$ cat config.mk
export PLATFORM = sky130hd
export DESIGN_NAME = css_top
export DESIGN_NICKNAME = d
export VERILOG_FILES = /design/src/css_pkg.sv /design/src/css_sync.sv /design/src/css_top.sv
export SDC_FILE = /design/constraint.sdc
export NUM_CORES = 1
export LEC_CHECK = 0
export BUFFER_PORTS_ARGS = -buffer_cell sky130_fd_sc_hd__buf_2
export CAP_MARGIN = 20
export CORE_MARGIN = 2
export CORE_UTILIZATION = 51
export DETAILED_ROUTE_END_ITERATION = 6
export GPL_TIMING_DRIVEN = 0
export PLACE_DENSITY = 0.72
export SKIP_LAST_GASP = 1
export SYNTH_ARGS = -nofsm -noshare
export SYNTH_HDL_FRONTEND = slang
export SYNTH_HIERARCHICAL = 1
export SYNTH_SLANG_ARGS = --single-unit
$ cat constraint.sdc
create_clock -name CLK -period 6.3 [get_ports CLK]
set_input_delay 1.26 -clock CLK [delete_from_list [all_inputs] [get_ports CLK]]
set_output_delay 1.26 -clock CLK [all_outputs]
set_load 0.005 [all_outputs]
$ cat src/css_pkg.sv
// Package for the configuration start-up sequencer: states, timing, layout.
// Assumes a single 25 MHz core clock and the CSS register port.
package css_pkg;

  localparam int unsigned CLK_MHZ          = 25;
  localparam real         POR_MS           = 2.0;
  localparam int unsigned POR_CYCLES       = int'(POR_MS * 1000.0) * CLK_MHZ;
  localparam int unsigned CLEAR_CYCLES     = 64;
  localparam int unsigned LOAD_CYCLES      = 32;
  localparam int unsigned NUM_LOOPS        = 8;

  // Register addresses
  localparam logic [7:0] ADDR_CTRL    = 8'h00;
  localparam logic [7:0] ADDR_STEPS   = 8'h04;
  localparam logic [7:0] ADDR_LOCKSEL = 8'h08;
  localparam logic [7:0] ADDR_STATUS  = 8'h0C;
  localparam logic [7:0] ADDR_IRQ_ST  = 8'h10;
  localparam logic [7:0] ADDR_IRQ_EN  = 8'h14;
  localparam logic [7:0] ADDR_IRQ_CLR = 8'h18;
  localparam logic [7:0] ADDR_RDBK    = 8'h1C;

  // Control bit positions
  localparam int unsigned CTRL_PROG     = 0;
  localparam int unsigned CTRL_SYNC     = 1;
  localparam int unsigned CTRL_HOLDLOCK = 2;

  // Reset values
  localparam logic [2:0]  CTRL_RST    = 3'h0;
  localparam logic [11:0] STEPS_RST   = 12'h221;  // od=1, preset=2, write=2
  localparam logic [15:0] LOCKSEL_RST = 16'h0000;
  localparam logic [31:0] RDBK_RST    = 32'h0000_0000;

  localparam int unsigned IRQ_INIT = 0;
  localparam int unsigned IRQ_DONE = 1;
  localparam int unsigned IRQ_UP   = 2;
  localparam int unsigned IRQ_W    = 3;

  typedef enum logic [2:0] {
    CSS_POR   = 3'b000,
    CSS_CLEAR = 3'b001,
    CSS_HOLD  = 3'b010,
    CSS_LOAD  = 3'b011,
    CSS_DONE  = 3'b100,
    CSS_STEP  = 3'b101,
    CSS_RUN   = 3'b110
  } css_state_e;

  // Start-up step positions, counted in config clock cycles after done
  typedef struct packed {
    logic [3:0] write_pos;
    logic [3:0] preset_pos;
    logic [3:0] od_pos;
  } css_steps_s;

  // Lock wait settings: which loops, and whether all or any must lock
  typedef struct packed {
    logic [3:0]  stage;
    logic [NUM_LOOPS-1:0] mask;
    logic [3:0]  mode_all;
  } css_locksel_s;

endpackage

$ cat src/css_sync.sv
// Two-flop synchroniser for a vector of asynchronous pin levels.
// Assumes inputs may change at any time relative to CLK.
`timescale 1ns/1ns
module css_sync #(
  parameter int unsigned WIDTH = 1
) (
  input  wire logic             CLK,
  input  wire logic             RSTN,
  input  wire logic [WIDTH-1:0] d,
  output logic      [WIDTH-1:0] q
);
  logic [WIDTH-1:0] meta;
  always_ff @(posedge CLK or negedge RSTN) begin
    if (!RSTN) begin
      meta <= '0;
      q    <= '0;
    end else begin
      meta <= d;
      q    <= meta;
    end
  end
endmodule // css_sync

$ cat src/css_top.sv
// Configuration start-up sequencer: clear, load, start-up release.
// Assumes CLK is the config clock; pins INIT, DONE, program and lock are
// asynchronous and are synchronised here.
`timescale 1ns/1ns

module css_top #(
  parameter int unsigned POR_CNT = css_pkg::POR_CYCLES,
  parameter int unsigned NLOOP   = css_pkg::NUM_LOOPS
) (
  input  wire logic             CLK,
  input  wire logic             RSTN,
  input  wire logic [7:0]       ADDR,
  input  wire logic [31:0]      WDATA,
  input  wire logic             WR,
  input  wire logic             RD,
  output logic      [31:0]      RDATA,
  input  wire logic             PROGRAM_N,
  input  wire logic             INIT_IN,
  output logic                  INIT_OUT,
  output logic                  INIT_OE,
  input  wire logic             DONE_IN,
  output logic                  DONE_OUT,
  output logic                  DONE_OE,
  input  wire logic [NLOOP-1:0] LOCK,
  output logic                  GLOBAL_OUTPUT_DISABLE,
  output logic                  GLOBAL_PRESET,
  output logic                  GLOBAL_WRITE_GATE,
  output logic                  IRQ
);

  // Lock select layout is sized by the package, so the loop count is fixed
  if (NLOOP != css_pkg::NUM_LOOPS || POR_CNT < 1) begin : g_param_check
    $error("css_top: unsupported parameter values");
  end

  // Synchronised pins
  logic [NLOOP+2:0] pins_s;
  logic             prog_req;
  logic             init_pin;
  logic             done_pin;
  logic [NLOOP-1:0] lock_s;

  css_sync #(
    .WIDTH(NLOOP + 3)
  ) u_sync (
    .CLK (CLK),
    .RSTN(RSTN),
    .d   ({LOCK, DONE_IN, INIT_IN, ~PROGRAM_N}),
    .q   (pins_s)
  );
  assign prog_req = pins_s[0];
  assign init_pin = pins_s[1];
  assign done_pin = pins_s[2];
  assign lock_s   = pins_s[NLOOP+2:3];

  // Registers
  logic [2:0]                ctrl, next_ctrl;
  css_pkg::css_steps_s       steps, next_steps;
  css_pkg::css_locksel_s     locksel, next_locksel;
  logic [css_pkg::IRQ_W-1:0] irq_st, next_irq_st;
  logic [css_pkg::IRQ_W-1:0] irq_en, next_irq_en;
  logic [31:0]               rdata, next_rdata;

  // Sequencer
  css_pkg::css_state_e state, next_state;
  logic [31:0]         cnt, next_cnt;
  logic [3:0]          step, next_step;
  logic                od, next_od;
  logic                pre, next_pre;
  logic                wg, next_wg;
  logic                done_drv, next_done_drv;
  // Registered copy of the done pull, so the pin enable leaves a flop
  logic                done_pull, next_done_pull;
  logic                init_low, next_init_low;
  logic                irq, next_irq;
  logic [31:0]         rdbk, next_rdbk;

  function automatic logic locks_ok(
    input logic [NLOOP-1:0] mask,
    input logic             all,
    input logic [NLOOP-1:0] lk
  );
    logic ok;
    ok = 1'b1;
    if (mask != '0) begin
      if (all)
        ok = ((lk & mask) == mask);
      else
        ok = ((lk & mask) != '0);
    end
    return ok;
  endfunction

  logic lock_gate;
  logic sync_ok;
  logic ev_init;
  logic ev_done;
  logic ev_up;

  always_comb begin
    lock_gate = locks_ok(locksel.mask, locksel.mode_all[0], lock_s);
    sync_ok   = !ctrl[css_pkg::CTRL_SYNC] || done_pin;
    next_state    = state;
    next_cnt      = cnt;
    next_step     = step;
    next_od       = od;
    next_pre      = pre;
    next_wg       = wg;
    next_done_drv = done_drv;
    next_init_low = init_low;
    next_rdbk     = rdbk;
    ev_init       = 1'b0;
    ev_done       = 1'b0;
    ev_up         = 1'b0;
    if (prog_req || ctrl[css_pkg::CTRL_PROG]) begin
      next_state    = css_pkg::CSS_CLEAR;
      next_cnt      = '0;
      next_step     = '0;
      next_od       = 1'b1;
      next_pre      = 1'b1;
      next_wg       = 1'b1;
      next_done_drv = 1'b0;
      next_init_low = 1'b1;
    end else begin
      case (state)
        css_pkg::CSS_POR: begin
          // Power-on wait bounded by the count
          if (cnt >= 32'(POR_CNT - 1)) begin
            next_state = css_pkg::CSS_CLEAR;
            next_cnt   = '0;
          end else begin
            next_cnt = cnt + 32'h0000_0001;
          end
        end
        css_pkg::CSS_CLEAR: begin
          next_init_low = 1'b1;
          if (cnt >= 32'(css_pkg::CLEAR_CYCLES - 1)) begin
            next_state    = css_pkg::CSS_HOLD;
            next_init_low = 1'b0;
            next_cnt      = '0;
            ev_init       = 1'b1;
          end else begin
            next_cnt = cnt + 32'h0000_0001;
          end
        end
        css_pkg::CSS_HOLD: begin
          // Outside party holds init low to delay loading
          if (init_pin)
            next_state = css_pkg::CSS_LOAD;
        end
        css_pkg::CSS_LOAD: begin
          if (cnt >= 32'(css_pkg::LOAD_CYCLES - 1)) begin
            // A failed lock check reruns the load count before retrying
            next_cnt = '0;
            // Completion held until lock when enabled
            if (!ctrl[css_pkg::CTRL_HOLDLOCK] || lock_gate) begin
              next_state    = css_pkg::CSS_DONE;
              next_done_drv = 1'b1;
              ev_done       = 1'b1;
            end
          end else begin
            next_cnt = cnt + 32'h0000_0001;
          end
        end
        css_pkg::CSS_DONE, css_pkg::CSS_STEP: begin
          // Each step counts one clock after done; stalls on gates
          if (sync_ok && (step != locksel.stage || lock_gate)) begin
            next_step  = step + 4'h1;
            next_state = css_pkg::CSS_STEP;
            if (next_step >= steps.od_pos)
              next_od = 1'b0;
            if (next_step >= steps.preset_pos)
              next_pre = 1'b0;
            if (next_step >= steps.write_pos)
              next_wg = 1'b0;
            if (!next_od && !next_pre && !next_wg) begin
              next_state = css_pkg::CSS_RUN;
              ev_up      = 1'b1;
            end
          end
        end
        css_pkg::CSS_RUN: begin
          // Snapshot of loaded state for readback
          next_rdbk = {16'h0000, 8'(cnt), 4'h0, steps.od_pos};
        end
        default: next_state = css_pkg::CSS_POR;
      endcase
    end
  end

  always_comb begin
    next_ctrl    = ctrl;
    next_ctrl[css_pkg::CTRL_PROG] = 1'b0;
    next_steps   = steps;
    next_locksel = locksel;
    next_irq_en  = irq_en;
    next_irq_st  = irq_st;
    next_rdata   = 32'h0000_0000;
    if (WR) begin
      if (ADDR == css_pkg::ADDR_CTRL)
        next_ctrl = WDATA[2:0];
      else if (ADDR == css_pkg::ADDR_STEPS)
        next_steps = WDATA[11:0];
      else if (ADDR == css_pkg::ADDR_LOCKSEL)
        next_locksel = WDATA[15:0];
      else if (ADDR == css_pkg::ADDR_IRQ_EN)
        next_irq_en = WDATA[css_pkg::IRQ_W-1:0];
      else if (ADDR == css_pkg::ADDR_IRQ_CLR)
        next_irq_st = irq_st & ~WDATA[css_pkg::IRQ_W-1:0];
    end
    // Set wins over a clear in the same cycle
    next_irq_st = next_irq_st | {ev_up, ev_done, ev_init};
    if (RD) begin
      if (ADDR == css_pkg::ADDR_CTRL)
        next_rdata = {29'h0, ctrl};
      else if (ADDR == css_pkg::ADDR_STEPS)
        next_rdata = {20'h0_0000, steps};
      else if (ADDR == css_pkg::ADDR_LOCKSEL)
        next_rdata = {16'h0000, locksel};
      else if (ADDR == css_pkg::ADDR_STATUS)
        next_rdata = {15'h0000, lock_s, init_pin, done_pin, wg, pre, od,
                      done_drv, state};
      else if (ADDR == css_pkg::ADDR_IRQ_ST)
        next_rdata = {29'h0, irq_st};
      else if (ADDR == css_pkg::ADDR_IRQ_EN)
        next_rdata = {29'h0, irq_en};
      else if (ADDR == css_pkg::ADDR_RDBK)
        next_rdata = rdbk;
    end
    next_irq = |(next_irq_st & next_irq_en);
    next_done_pull = !next_done_drv;
  end

  always_ff @(posedge CLK or negedge RSTN) begin
    if (!RSTN) begin
      state    <= css_pkg::CSS_POR;
      cnt      <= '0;
      step     <= '0;
      od       <= 1'b1;
      pre      <= 1'b1;
      wg       <= 1'b1;
      done_drv <= 1'b0;
      done_pull <= 1'b1;
      init_low <= 1'b1;
      rdbk     <= css_pkg::RDBK_RST;
      ctrl     <= css_pkg::CTRL_RST;
      steps    <= css_pkg::STEPS_RST;
      locksel  <= css_pkg::LOCKSEL_RST;
      irq_st   <= '0;
      irq_en   <= '0;
      rdata    <= 32'h0000_0000;
      irq      <= 1'b0;
    end else begin
      state    <= next_state;
      cnt      <= next_cnt;
      step     <= next_step;
      od       <= next_od;
      pre      <= next_pre;
      wg       <= next_wg;
      done_drv <= next_done_drv;
      done_pull <= next_done_pull;
      init_low <= next_init_low;
      rdbk     <= next_rdbk;
      ctrl     <= next_ctrl;
      steps    <= next_steps;
      locksel  <= next_locksel;
      irq_st   <= next_irq_st;
      irq_en   <= next_irq_en;
      rdata    <= next_rdata;
      irq      <= next_irq;
    end
  end

  // Open-drain pins: output level always low, enable when pulling
  always_comb begin
    RDATA                 = rdata;
    INIT_OUT              = 1'b0;
    INIT_OE               = init_low;
    DONE_OUT              = 1'b0;
    DONE_OE               = done_pull;
    GLOBAL_OUTPUT_DISABLE = od;
    GLOBAL_PRESET         = pre;
    GLOBAL_WRITE_GATE     = wg;
    IRQ                   = irq;
  end

endmodule // css_top

==> qor.yml <==
fin_skew_ps: 10.9
cts_made_buffers: 17
multi_input_area_mm2: 0.00284
fp.dieW_um: 117
hold_buffers: 0
max_slew.worst_pin.slew_ps: 710
drc: 0
crit_type: "in -> reg"
setup_tns_ps: 0
clock_latency_ps: 430
min_to: "u_sync/q[9]"
slew_violations: 0
ioPinCount: 95
grt_overflow: 0
cp_max_fo: 10
drt-pass1-iter-count: 5
synth-seq-cells: 134
r2r_end: "IRQ"
reg2reg_from: "step[0]"
wl_per_cell_um: 17.6
fillers: 1050
ys_types: 72
reg2reg_depth: 9
grt_pass1_wl_um: 25100
ys_seq_area_share_pct: 51.8
worstHoldStart: "u_sync/meta[9]"
fin_hold_ws_ps: 343
slew-limit-headroom_pct: 52.5
grt.total_usage_pct: 24.3
rows: 41
cts.sinks: 134
drt-initial-drc-count: 388
first_global_vias: 4823
crit_path_start_kind: "input pin"
finalCritPeriodShare_pct: 46.0
die-area_mm2: 0.0136
cts_tree: "built"
min_path_cells: 0
fin_nets: 752
viasPerCell: 5.69
port_buffers: 60
drive_gt1_share_pct: 25.6
crit_family: "simple AND/OR/NAND/NOR gates"
synth_top_area_share_pct: 48.6
ctsLongestPathBuffers: 2
ctsHtreeMaxLevel: 4
synth_edf_count: 0
setup_viol: 0
via_count: 4936
antenna_found_initial: 0
final_cell_mix: "dfrtp_1 (126), buf_2 (64), nand2_1 (34), nor2_1 (34), mux2_2 (32)"
p_per_area_mw_per_mm2: 271
final_common_cell: "dfrtp_1"
cp_common_cell: "buf_2"
syn2layout_area_growth_pct: 18.8
cts_resized: 0
holdCritPathClass: "reg -> reg"
wirelength_um: 15300
leakagePower_nw: 3.61
grt_max_degree: 77
drv_cap: 0
syn_inst: 587
fp.coreArea_mm2: 0.0125
clk_pin_slew_ps: 60
crit_buf_inv: 3
critical_path.max_stage_delay_ps: 350
cp-end-kind: "register"
slowest_stage: "or2_2"
status: "completed"
max_freq_mhz: 345
rsz0062_at_grt: "no"
yosys-top-cells-area: "dfrtp_1 (49%), mux2_2 (5.6%), dfstp_2 (3.2%)"
ant_nets: 0
regArea_mm2: 0.00336
hpwl_um: 11000
synth_top_area_cell: "dfrtp_1"
initial_utilization_pct: 51.8
fin_crit_ps: 2900
cp.required_ps: 6600
ir_worst_vdd_uv: 182
hold_violations: 0
yosysWarnings: 6
arrival_ps: 3190
syn_area_mm2: 0.00649
cts_root_buf: "clkbuf_16"
synth_flop_cell: "dfrtp_1"
diodes: 0
post_cts_buffers: 0
die_height_um: 117
syn_area_per_cell_um2: 11.1
crit_path_cell_trace: "buf_2 -> or2_2 -> nand2b_1 -> buf_2 -> nor2_1 -> nand2_1 -> buf_2 -> mux2_1"
async_flop_share_pct: 100
worst-r2r-setup-slack_ps: 3530
gp_congestion: 0.955
==> through the flow <==
step	setup WS (ps)	utilization, %	instances	power (mW)	area (µm²)
finish	3400	61.6	868	2.09	7710
global route	3300	61.6	868	2.16	7710
CTS	3430	61.6	868	2.10	7710
detailed placement	3020	56.7	836	1.07	7100
global placement	2340	56.4	835	1.07	7060
floorplan	3450	-	603	1.01	6550
==> cells by family (layout without fill, tap and decap cells) <==
kind of cell	count (synthesis)	after routing	synth area share (%)
fa+ha+maj	15	15	2.87
xor+xnor	7	7	0.945
flops	134	134	51.8
compound gates	111	111	12.1
simple gates	190	190	16.7
mux	60	60	10.2
other cells	1	17	0.0578
buf+inv	69	162	5.30
==> sequential cells by signal, indices dropped and copies added (netlist names), 3 cells and up <==
name	flops
RDATA	17
cnt	32
ctrl	3
irq_en	3
irq_st	3
locksel	16
rdbk	12
state	3
step	4
steps	12
u_sync/meta	11
u_sync/q	11
==> area by class of cell <==
| type | count | area share, % |
|---|---|---|
| flip-flops and latches | 134 | 43.6 |
| multi-input cells | 400 | 36.9 |
| clock buffers | 23 | 5.94 |
| repair buffers | 61 | 4.33 |
| plain buffers | 48 | 3.44 |
| well taps | 172 | 2.79 |
| clock inverters | 9 | 1.98 |
| inverters | 21 | 1.02 |
==> power by group <==
part           switching [mW]  leakage (nW)  total [mW]  internal [mW]
logic                  0.0886          1.56       0.154         0.0650
clock network           0.356         0.287        1.03          0.670
registers              0.0224          1.77       0.908          0.886
total                   0.467          3.61        2.09           1.62
==> worst max-delay path by stage <==
stage / startpoint / end / depth (start not counted) / slack, ps
2_1_floorplan: ADDR[1] / locksel[12] / 7 / 3450
3_3_place_gp: RSTN / cnt[10] / 1 / 2340
3_5_place_dp: ADDR[1] / locksel[13] / 8 / 3020
4_1_cts: ADDR[1] / locksel[13] / 8 / 3430
5_1_grt: ADDR[1] / locksel[13] / 8 / 3300
6_report: ADDR[1] / locksel[13] / 8 / 3400
==> worst reg2reg max path: stages (launching register included) <==
cell and delay [ps]:
dfrtp_1 530, ha_1 250, xor2_1 360, ha_1 310
or2_2 280, a21oi_1 160, a21oi_1 80, nand3_1 200
o31ai_1 140, a221o_1 350
==> Yosys cell counts (6+ instances only) <==
master	n
dfrtp_1	126
nand2_1	34
nor2_1	34
mux2_2	32
nand3_1	24
clkbuf_1	22
a21oi_1	21
inv_1	21
o21ai_0	20
buf_4	19
and2_1	18
a22oi_1	17
ha_1	14
mux2_1	14
mux2i_1	13
nand2b_1	13
a31oi_1	12
nor4_1	10
dfstp_2	8
nor3_1	8
o211ai_1	7
a222oi_1	6
nor2b_1	6
==> routing by layer <==
layer	up-vias	routed length, µm	track usage, %
met1	2428	6760	33.8
met3	34	1060	5.41
met4	0	450	11.5
li1	2277	-	-
met5	-	0	0
met2	197	7050	36.5
No activity file was read; power rests on OpenSTA's default activity.
